<file path="src/aip_defs.vh">
// Constants for the analog input post-processing block.
// Assumes a 100 MHz core clock and a dual-channel terminal.
`ifndef AIP_DEFS_VH
`define AIP_DEFS_VH
`define AIP_CLK_MHZ      100
`define AIP_CH_W         1
`define AIP_HIST_W       4
// Register indices, as numbered in the register map
`define AIP_IDX_MFR_OFS  6'h13
`define AIP_IDX_MFR_GAIN 6'h14
`define AIP_IDX_UPPER    6'h15
`define AIP_IDX_LOWER    6'h16
`define AIP_IDX_MODE     6'h20
`define AIP_IDX_USR_OFS  6'h21
`define AIP_IDX_USR_GAIN 6'h22
`define AIP_IDX_LIMIT1   6'h23
`define AIP_IDX_LIMIT2   6'h24
`define AIP_IDX_FILTER   6'h25
// Reset values
`define AIP_RST_MODE     16'h1106
`define AIP_RST_MFR_OFS  16'h0000
`define AIP_RST_MFR_GAIN 16'h2002
`define AIP_RST_UPPER    16'h0fff
`define AIP_RST_LOWER    16'h0000
`define AIP_RST_USR_OFS  16'h0000
`define AIP_RST_USR_GAIN 16'h0100
`define AIP_RST_LIMIT    16'h0000
`define AIP_RST_FILTER   16'h0000
// Mode bit positions
`define AIP_M_USER       0
`define AIP_M_MFR        1
`define AIP_M_WDOG       2
`define AIP_M_SIGNMAG    3
`define AIP_M_STATLOW    4
`define AIP_M_RANGE      8
`define AIP_M_LIM1       9
`define AIP_M_LIM2       10
`define AIP_M_FILTER     11
// Control byte fields
`define AIP_C_REG        7
`define AIP_C_WR         6
// Status byte fields
`define AIP_S_UNDER      0
`define AIP_S_OVER       1
`define AIP_S_ERROR      6
// Comparator codes
`define AIP_LIM_OFF      2'h0
`define AIP_LIM_BELOW    2'h1
`define AIP_LIM_ABOVE    2'h2
`define AIP_LIM_EQUAL    2'h3
// Filter codes
`define AIP_F_FIR2       16'h0000
`define AIP_F_IIR_1K     16'h0100
`define AIP_F_IIR_100    16'h0200
`define AIP_F_IIR_50     16'h0300
`define AIP_F_IIR_20     16'h0400
`define AIP_F_IIR_10     16'h0500
`define AIP_F_IIR_5      16'h0600
`define AIP_F_IIR_1      16'h0700
`define AIP_F_AVG50      16'h1000
`define AIP_F_AVG60      16'h2000
// Scaling weights, as right shifts
`define AIP_MFR_SHIFT    10
`define AIP_USR_SHIFT    8
`define AIP_IIR_FRAC     8
`define AIP_AVG_SHIFT    4
`define AIP_FIR2_SHIFT   2
// Times
`define AIP_CONV_US      2500
`define AIP_CONV60_NS    3125000
`define AIP_WDOG_MS      100
`endif

</file>
<file path="src/aip_post_proc.v">
// Analog input post-processing: filter, scaling, clamp, limits, format.
// Assumes the front end converts on conv_req and that register
// accesses and samples arrive as one-cycle strobes in the clock domain.
`timescale 1ns/1ps
`include "aip_defs.vh"

module aip_post_proc #(
  parameter integer CONV_CYCLES   = `AIP_CONV_US * `AIP_CLK_MHZ,
  parameter integer CONV60_CYCLES = `AIP_CONV60_NS * `AIP_CLK_MHZ / 1000,
  parameter integer WDOG_CYCLES   = `AIP_WDOG_MS * 1000 * `AIP_CLK_MHZ,
  parameter integer FOUR_CH       = 0
) (
  input  wire                 clock,
  input  wire                 reset,
  output wire                 conv_req,
  input  wire                 sample_valid,
  input  wire [`AIP_CH_W-1:0] sample_ch,
  input  wire [15:0]          sample_data,
  output reg                  res_valid_q,
  output reg  [`AIP_CH_W-1:0] res_ch_q,
  output reg  [15:0]          res_data_q,
  output reg  [7:0]           res_status_q,
  input  wire                 host_refresh,
  input  wire                 reg_stb,
  input  wire [`AIP_CH_W-1:0] reg_ch,
  input  wire [7:0]           reg_ctrl,
  input  wire [15:0]          reg_wdata,
  output reg                  reg_ack_q,
  output reg  [7:0]           reg_status_q,
  output reg  [15:0]          reg_rdata_q
);

  localparam integer NCH = 1 << `AIP_CH_W;

  reg        [15:0] mode_q     [0:NCH-1];
  reg        [15:0] fsel_q     [0:NCH-1];
  reg        [15:0] mfr_ofs_q  [0:NCH-1];
  reg        [15:0] mfr_gain_q [0:NCH-1];
  reg        [15:0] upper_q    [0:NCH-1];
  reg        [15:0] lower_q    [0:NCH-1];
  reg        [15:0] usr_ofs_q  [0:NCH-1];
  reg        [15:0] usr_gain_q [0:NCH-1];
  reg        [15:0] lim1_q     [0:NCH-1];
  reg        [15:0] lim2_q     [0:NCH-1];
  reg signed [15:0] hist_q     [0:NCH*16-1];
  reg [`AIP_HIST_W-1:0] ptr_q  [0:NCH-1];
  reg signed [19:0] sum_q      [0:NCH-1];
  reg signed [23:0] iir_q      [0:NCH-1];
  reg        [23:0] conv_cnt_q;
  reg        [27:0] wdog_cnt_q;
  reg               wdog_exp_q;
  integer           i;

  // Saturate a wide signed value into 16 bits
  function [15:0] sat16;
    input signed [33:0] v;
    begin
      if (v > 34'sh0_7fff)
        sat16 = 16'h7fff;
      else if (v < -34'sh0_8000)
        sat16 = 16'h8000;
      else
        sat16 = v[15:0];
    end
  endfunction

  // Per-sample datapath, one cycle from sample to result
  reg signed [15:0] x, p1, p2, old, filt, m16;
  reg signed [17:0] fir2;
  reg signed [19:0] sum_d;
  reg signed [23:0] iir_d, iir_err;
  reg signed [33:0] mfr_w, usr_w, cl_w;
  reg        [15:0] mode, fsel, v, pd;
  reg        [3:0]  k;
  reg               iir_on, over, under;
  reg        [1:0]  cmp1, cmp2;
  reg [`AIP_HIST_W-1:0] pt, pm1, pm2;
  reg [`AIP_CH_W+`AIP_HIST_W-1:0] hb;

  always @* begin
    x    = sample_data;
    mode = mode_q[sample_ch];
    fsel = (FOUR_CH != 0) ? `AIP_F_FIR2 : fsel_q[sample_ch];
    pt   = ptr_q[sample_ch];
    hb   = {sample_ch, {`AIP_HIST_W{1'b0}}};
    // Wrap inside the channel's own slots, never into the next channel
    pm1  = pt - 4'h1;
    pm2  = pt - 4'h2;
    p1   = hist_q[hb | pm1];
    p2   = hist_q[hb | pm2];
    old  = hist_q[hb | pt];
    fir2 = ({{2{x[15]}}, x} + {p1[15], p1, 1'b0}
           + {{2{p2[15]}}, p2}) >>> `AIP_FIR2_SHIFT;
    sum_d = sum_q[sample_ch] + {{4{x[15]}}, x}
            - {{4{old[15]}}, old};
    iir_on = 1'b1;
    case (fsel)
      `AIP_F_IIR_1K:  k = 4'h1;
      `AIP_F_IIR_100: k = 4'h3;
      `AIP_F_IIR_50:  k = 4'h4;
      `AIP_F_IIR_20:  k = 4'h5;
      `AIP_F_IIR_10:  k = 4'h6;
      `AIP_F_IIR_5:   k = 4'h7;
      `AIP_F_IIR_1:   k = 4'h9;
      default: begin
        k = 4'h1;
        iir_on = 1'b0;
      end
    endcase
    iir_err = {x, {`AIP_IIR_FRAC{1'b0}}} - iir_q[sample_ch];
    iir_d   = iir_q[sample_ch] + (iir_err >>> k);
    // Filter first, then scaling stages, clamp and format
    filt = x;
    if (mode[`AIP_M_FILTER]) begin
      if (fsel == `AIP_F_FIR2)
        filt = fir2[15:0];
      else if (fsel == `AIP_F_AVG50 || fsel == `AIP_F_AVG60)
        filt = sum_d[19:4];
      else if (iir_on)
        filt = iir_d[23:8];
    end
    // The manufacturer stage saturates so the user multiply stays narrow; the user result is saturated only after the clamp
    mfr_w = {{18{filt[15]}}, filt};
    if (mode[`AIP_M_MFR])
      mfr_w = (($signed(mfr_gain_q[sample_ch]) * filt)
              >>> `AIP_MFR_SHIFT)
              + $signed(mfr_ofs_q[sample_ch]);
    m16 = sat16(mfr_w);
    usr_w = {{18{m16[15]}}, m16};
    if (mode[`AIP_M_USER])
      usr_w = (($signed(usr_gain_q[sample_ch]) * m16)
              >>> `AIP_USR_SHIFT)
              + $signed(usr_ofs_q[sample_ch]);
    cl_w  = usr_w;
    over  = 1'b0;
    under = 1'b0;
    if (mode[`AIP_M_RANGE]) begin
      if (usr_w > $signed(upper_q[sample_ch])) begin
        cl_w = $signed(upper_q[sample_ch]);
        over = 1'b1;
      end else if (usr_w < $signed(lower_q[sample_ch])) begin
        cl_w  = $signed(lower_q[sample_ch]);
        under = 1'b1;
      end
    end
    pd = sat16(cl_w);
    cmp1 = `AIP_LIM_OFF;
    cmp2 = `AIP_LIM_OFF;
    if (mode[`AIP_M_LIM1]) begin
      if ($signed(pd) < $signed(lim1_q[sample_ch]))
        cmp1 = `AIP_LIM_BELOW;
      else if ($signed(pd) > $signed(lim1_q[sample_ch]))
        cmp1 = `AIP_LIM_ABOVE;
      else
        cmp1 = `AIP_LIM_EQUAL;
    end
    if (mode[`AIP_M_LIM2]) begin
      if ($signed(pd) < $signed(lim2_q[sample_ch]))
        cmp2 = `AIP_LIM_BELOW;
      else if ($signed(pd) > $signed(lim2_q[sample_ch]))
        cmp2 = `AIP_LIM_ABOVE;
      else
        cmp2 = `AIP_LIM_EQUAL;
    end
    v = pd;
    if (mode[`AIP_M_SIGNMAG] && pd[15])
      v = {1'b1, 15'h0 - pd[14:0]};
    if (mode[`AIP_M_STATLOW])
      v = {v[15:3], 2'h0, over};
  end

  // Sample path state and result register
  always @(posedge clock) begin
    if (reset) begin
      res_valid_q  <= 1'b0;
      res_ch_q     <= {`AIP_CH_W{1'b0}};
      res_data_q   <= 16'h0000;
      res_status_q <= 8'h00;
      for (i = 0; i < NCH; i = i + 1) begin
        ptr_q[i] <= {`AIP_HIST_W{1'b0}};
        sum_q[i] <= 20'sh0;
        iir_q[i] <= 24'sh0;
      end
      for (i = 0; i < NCH*16; i = i + 1)
        hist_q[i] <= 16'sh0;
    end else begin
      res_valid_q <= sample_valid;
      if (sample_valid) begin
        // Filter state runs always, so switching filters is glitch-free
        hist_q[hb | pt]   <= x;
        ptr_q[sample_ch]  <= pt + 4'h1;
        sum_q[sample_ch]  <= sum_d;
        iir_q[sample_ch]  <= iir_d;
        res_ch_q          <= sample_ch;
        res_data_q        <= v;
        res_status_q      <= {1'b0, wdog_exp_q, cmp2, cmp1,
                              over, under};
      end
    end
  end

  // Conversion pacing from channel zero's filter code
  wire [23:0] conv_top;
  assign conv_top = (FOUR_CH == 0 && fsel_q[0] == `AIP_F_AVG60)
                    ? CONV60_CYCLES[23:0] - 24'h1
                    : CONV_CYCLES[23:0] - 24'h1;
  assign conv_req = (conv_cnt_q == 24'h0);

  always @(posedge clock) begin
    if (reset)
      conv_cnt_q <= 24'h0;
    else if (conv_cnt_q >= conv_top)
      conv_cnt_q <= 24'h0;
    else
      conv_cnt_q <= conv_cnt_q + 24'h1;
  end

  // Watchdog: host must refresh the process image in time
  always @(posedge clock) begin
    if (reset) begin
      wdog_cnt_q <= 28'h0;
      wdog_exp_q <= 1'b0;
    end else if (!mode_q[0][`AIP_M_WDOG] || host_refresh) begin
      wdog_cnt_q <= 28'h0;
      wdog_exp_q <= 1'b0;
    end else if (wdog_cnt_q >= WDOG_CYCLES[27:0] - 28'h1) begin
      wdog_exp_q <= 1'b1;
    end else begin
      wdog_cnt_q <= wdog_cnt_q + 28'h1;
    end
  end

  // Register communication
  wire [5:0] ridx;
  wire       racc;
  wire       rwr;
  reg [15:0] rd_d;
  assign ridx = reg_ctrl[5:0];
  assign racc = reg_stb && reg_ctrl[`AIP_C_REG];
  assign rwr  = racc && reg_ctrl[`AIP_C_WR];

  always @* begin
    case (ridx)
      `AIP_IDX_MFR_OFS:  rd_d = mfr_ofs_q[reg_ch];
      `AIP_IDX_MFR_GAIN: rd_d = mfr_gain_q[reg_ch];
      `AIP_IDX_UPPER:    rd_d = upper_q[reg_ch];
      `AIP_IDX_LOWER:    rd_d = lower_q[reg_ch];
      `AIP_IDX_MODE:     rd_d = mode_q[reg_ch];
      `AIP_IDX_USR_OFS:  rd_d = usr_ofs_q[reg_ch];
      `AIP_IDX_USR_GAIN: rd_d = usr_gain_q[reg_ch];
      `AIP_IDX_LIMIT1:   rd_d = lim1_q[reg_ch];
      `AIP_IDX_LIMIT2:   rd_d = lim2_q[reg_ch];
      `AIP_IDX_FILTER:   rd_d = fsel_q[reg_ch];
      default:           rd_d = 16'h0000;
    endcase
  end

  always @(posedge clock) begin
    if (reset) begin
      reg_ack_q    <= 1'b0;
      reg_status_q <= 8'h00;
      reg_rdata_q  <= 16'h0000;
      for (i = 0; i < NCH; i = i + 1) begin
        mode_q[i]     <= `AIP_RST_MODE;
        fsel_q[i]     <= `AIP_RST_FILTER;
        mfr_ofs_q[i]  <= `AIP_RST_MFR_OFS;
        mfr_gain_q[i] <= `AIP_RST_MFR_GAIN;
        upper_q[i]    <= `AIP_RST_UPPER;
        lower_q[i]    <= `AIP_RST_LOWER;
        usr_ofs_q[i]  <= `AIP_RST_USR_OFS;
        usr_gain_q[i] <= `AIP_RST_USR_GAIN;
        lim1_q[i]     <= `AIP_RST_LIMIT;
        lim2_q[i]     <= `AIP_RST_LIMIT;
      end
    end else begin
      reg_ack_q <= racc;
      if (racc) begin
        reg_status_q <= reg_ctrl;
        reg_rdata_q  <= rwr ? 16'h0000 : rd_d;
      end
      if (rwr) begin
        case (ridx)
          `AIP_IDX_MFR_OFS:  mfr_ofs_q[reg_ch]  <= reg_wdata;
          `AIP_IDX_MFR_GAIN: mfr_gain_q[reg_ch] <= reg_wdata;
          `AIP_IDX_UPPER:    upper_q[reg_ch]    <= reg_wdata;
          `AIP_IDX_LOWER:    lower_q[reg_ch]    <= reg_wdata;
          `AIP_IDX_MODE:     mode_q[reg_ch]     <= reg_wdata;
          `AIP_IDX_USR_OFS:  usr_ofs_q[reg_ch]  <= reg_wdata;
          `AIP_IDX_USR_GAIN: usr_gain_q[reg_ch] <= reg_wdata;
          `AIP_IDX_LIMIT1:   lim1_q[reg_ch]     <= reg_wdata;
          `AIP_IDX_LIMIT2:   lim2_q[reg_ch]     <= reg_wdata;
          `AIP_IDX_FILTER:   fsel_q[reg_ch]     <= reg_wdata;
          default: ;
        endcase
      end
    end
  end

endmodule // aip_post_proc

</file>
<file path="config.mk">
export PLATFORM = sky130hd
export DESIGN_NAME = aip_post_proc
export DESIGN_NICKNAME = d
export VERILOG_FILES = /design/src/aip_post_proc.v
export VERILOG_INCLUDE_DIRS = /design/src /design/src/src
export SDC_FILE = /design/constraint.sdc
export NUM_CORES = 2
export LEC_CHECK = 0
export ABC_AREA = 1
export BUFFER_PORTS_ARGS = -buffer_cell sky130_fd_sc_hd__clkbuf_2
export CAP_MARGIN = 25
export CORE_UTILIZATION = 31
export DETAILED_ROUTE_END_ITERATION = 6
export SLEW_MARGIN = 0
export SYNTH_ARGS = -nofsm -noshare
export SYNTH_HDL_FRONTEND = slang
export SYNTH_SLANG_ARGS = --single-unit
export TNS_END_PERCENT = 50
</file>
<file path="constraint.sdc">
create_clock -name clock -period 34.5 [get_ports clock]
set_input_delay 3.45 -clock clock [delete_from_list [all_inputs] [get_ports clock]]
set_output_delay 3.45 -clock clock [all_outputs]
set_load 0.05 [all_outputs]
</file>
==> results.yml <==
status:
  outcome: "complete, no violations"
synth:
  synth_async_sr_flop_share_pct: 0
  avgSynthCellArea_um2: 8.00
  synth_warnings: 0
  synth_flop_cell: "edfxtp_1"
  ys_seq_area_share_pct: 35.3
  netlist_area_um2: 84800
  synth_edf_count: 928
  yosysUniqueCellTypes: 77
  synth_cells: 10600
  ys_ff_latch: 1031
global_routing:
  antenna_found_initial: 8
  grt_pass1_vias: 70700
  overflow: 0
  grt_pass1_wl_um: 455000
  grt_usage_pct: 21.7
  grt_max_degree: 204
setup_path:
  cpMaxStageDelayCell: "nor2_1"
  cpPeakStageDelay_ps: 590
  reg2reg_depth: 147
  cp_num_buf_inv: 28
  worstSetupStartpointType: "primary input"
  cp.depth: 139
  critPathCaptureType: "register"
  required_ps: 35090
  crit_family: "adder cells"
  cp_max_fo: 72
  timing.critical_path.mode_cell: "inv_1"
  critPathArrivalTime_ps: 32150
  path_class: "in -> reg"
cts:
  root_buffer: "clkbuf_16"
  cts_htree_levels: 3
  cts_setup_buffers: 0
  clk_pin_slew_ps: 70
  cts_tree: "yes"
  cts_buffers: 107
  clockBufferDepth: 3
  clk_latency_ps: 780
  cts_sinks: 1031
  cts_resized: 0
  hold_buffers: 0
die:
  initial_core_util_pct: 31.2
  num_io_pins: 99
  die-height_um: 525
  core_um2: 271000
  dieArea_um2: 276000
  die_w_um: 525
  rows: 191
routing:
  first_iter_violations: 9801
  vias: 75000
  wl_per_cell_um: 21.8
  postRouteAntennaNets: 0
  dr.pass1.iters: 7
  routed_wl_um: 307000
  drc: 0
  vias_per_cell: 5.33
timing:
  worst_clock_skew_ps: 89.0
  setup_viol: 0
  fin_crit_sh_pct: 91.5
  rsz0062_at_grt: "false"
  slew_viol_final: 0
  relSlewSlack_pct: 16.4
  period_minus_slack_ps: 31560
  clock.fmax_mhz: 31.7
  worst_pin_slew_ps: 1240
  hold_viol: 0
  tns_ps: 0
finish:
  multiInputGateArea_um2: 47700
  fill_cells: 28200
  final-seq-area_um2: 29900
  areaGrowthSynthToFinish_pct: 9.63
  nNetsFinal: 11400
  drive_gt1_share_pct: 5.71
placement:
  io_buffers: 97
  routabilityCongestion: 0.983
  hpwl_um: 219000
min_path:
  hp-class: "reg -> reg"
  worstHoldPathCells: 2
run:
  cap_violations: 0
==> cell usage after synthesis (11+ instances only) <==
master,n,area [um2]
edfxtp_1,928,27900
fa_1,561,11200
o22ai_1,121,757
a32o_1,43,430
a22o_1,13,114
inv_1,1297,4870
o311ai_0,23,201
o21ai_2,11,96.3
o21ai_1,40,200
nand2_1,2369,8890
a221oi_1,45,394
o31ai_1,18,135
o2111ai_1,17,149
o211ai_1,107,803
nor3_1,69,345
clkbuf_1,508,1910
o21bai_1,15,113
buf_2,14,70.1
o221ai_1,33,289
nor2_1,1648,6190
o21ai_0,747,3740
nand4_1,38,238
a31oi_1,30,188
nor4_1,23,144
o2bb2ai_1,17,149
or2_2,30,188
nand3_1,312,1560
dfxtp_1,103,2060
mux2i_1,73,731
inv_2,20,75.1
a211oi_1,15,113
nand2_2,20,125
o21a_1,15,113
xnor2_1,64,561
buf_1,48,180
clkinv_1,18,67.6
xor2_1,100,876
a21o_1,18,135
ha_1,386,4830
a21oi_1,536,2680
==> cell families after synthesis <==
| logic type | after synthesis | synth area share [%] |
|---|---|---|
| simple gates | 4570 | 21.5 |
| buf+inv | 1917 | 8.59 |
| compound gates | 1895 | 13.1 |
| flops | 1031 | 35.3 |
| fa+ha+maj | 947 | 18.9 |
| xor+xnor | 164 | 1.69 |
| mux | 73 | 0.862 |
| other cells | 1 | 0.00442 |
==> through the flow <==
stage | cells | utilization (%) | hold WS [ps] | area (um2) | setup WS (ps)
after floorplan | 10600 | - | 408 | 84800 | 5570
after global placement | 13900 | 32.8 | 418 | 89000 | 2890
after detailed placement | 13900 | 32.8 | 419 | 89100 | 2670
after CTS | 14100 | 34.2 | 431 | 92700 | 3350
after global routing | 14100 | 34.3 | 449 | 92900 | 618
final | 14100 | 34.3 | 427 | 92900 | 2940
==> layer usage <==
layer	track usage (%)	share of wire (%)	routed length (um)
met1	29.5	41	125000
met2	33.4	43	133000
met3	4.61	11	34300
met4	8.72	4.4	13400
met5	0	0.0085	26
==> state kept, by name (all words and copies together) (netlist names), 7 cells and up <==
| register | cells |
|---|---|
| upper_q | 32 |
| lim1_q | 32 |
| mode_q | 32 |
| iir_q | 48 |
| mfr_ofs_q | 32 |
| mfr_gain_q | 32 |
| res_status_q | 7 |
| sum_q | 40 |
| usr_ofs_q | 32 |
| usr_gain_q | 32 |
| res_data_q | 16 |
| fsel_q | 32 |
| ptr_q | 8 |
| reg_status_q | 8 |
| lim2_q | 32 |
| lower_q | 32 |
| reg_rdata_q | 16 |
| conv_cnt_q | 24 |
| wdog_cnt_q | 28 |
| hist_q | 512 |
==> layout make-up <==
cell class                 instances  share of cell area, %
antenna                            1                0.00269
clock buffer                     137                   3.11
clock inverter                    67                  0.763
inverter                        1336                   5.42
multi-input combinational       7654                   51.3
sequential                      1031                   32.2
tap                             3570                   4.81
timing repair buffer             288                   2.36
==> layout by cell type (no fill, tap or decap), types with 19 or more instances in the layout <==
master,n
nand2_1,2366
nor2_1,1642
inv_1,1294
edfxtp_1,928
o21ai_0,734
fa_1,561
a21oi_1,536
ha_1,384
nand3_1,312
buf_4,168
o22ai_1,121
clkbuf_16,110
o211ai_1,107
dfxtp_1,103
xor2_1,98
clkbuf_2,97
mux2i_1,73
nor3_1,68
xnor2_1,64
o21ai_1,49
a221oi_1,45
a32o_1,43
nand4_1,38
clkinv_1,34
o221ai_1,33
or2_2,30
a31oi_1,30
inv_2,23
nor4_1,23
clkbuf_1,23
nand2_2,22
o311ai_0,19
==> worst register-to-register path: cells and delay by family (launching register included) <==
family	cells	cell delay [ps]
AO/OA/AOI/OAI	44	8330
XOR/XNOR	6	1090
AND/OR/NAND/NOR	54	6950
adder cells (fa/ha/maj)	20	8210
multiplexers	1	150
flip-flops	1	370
buffers and inverters	22	2850
==> worst paths after layout <==
kind             startpoint               to  slack (ps)
max               sample_ch  res_status_q[4]        2940
min          wdog_cnt_q[24]   wdog_cnt_q[24]         430
max reg2reg     iir_q[0][0]  res_status_q[4]        6390
min reg2reg  wdog_cnt_q[24]   wdog_cnt_q[24]         430
Power is left out: the tool's default activity adds up to more than one toggle a clock period on the data nets, which glitch-free logic cannot reach.
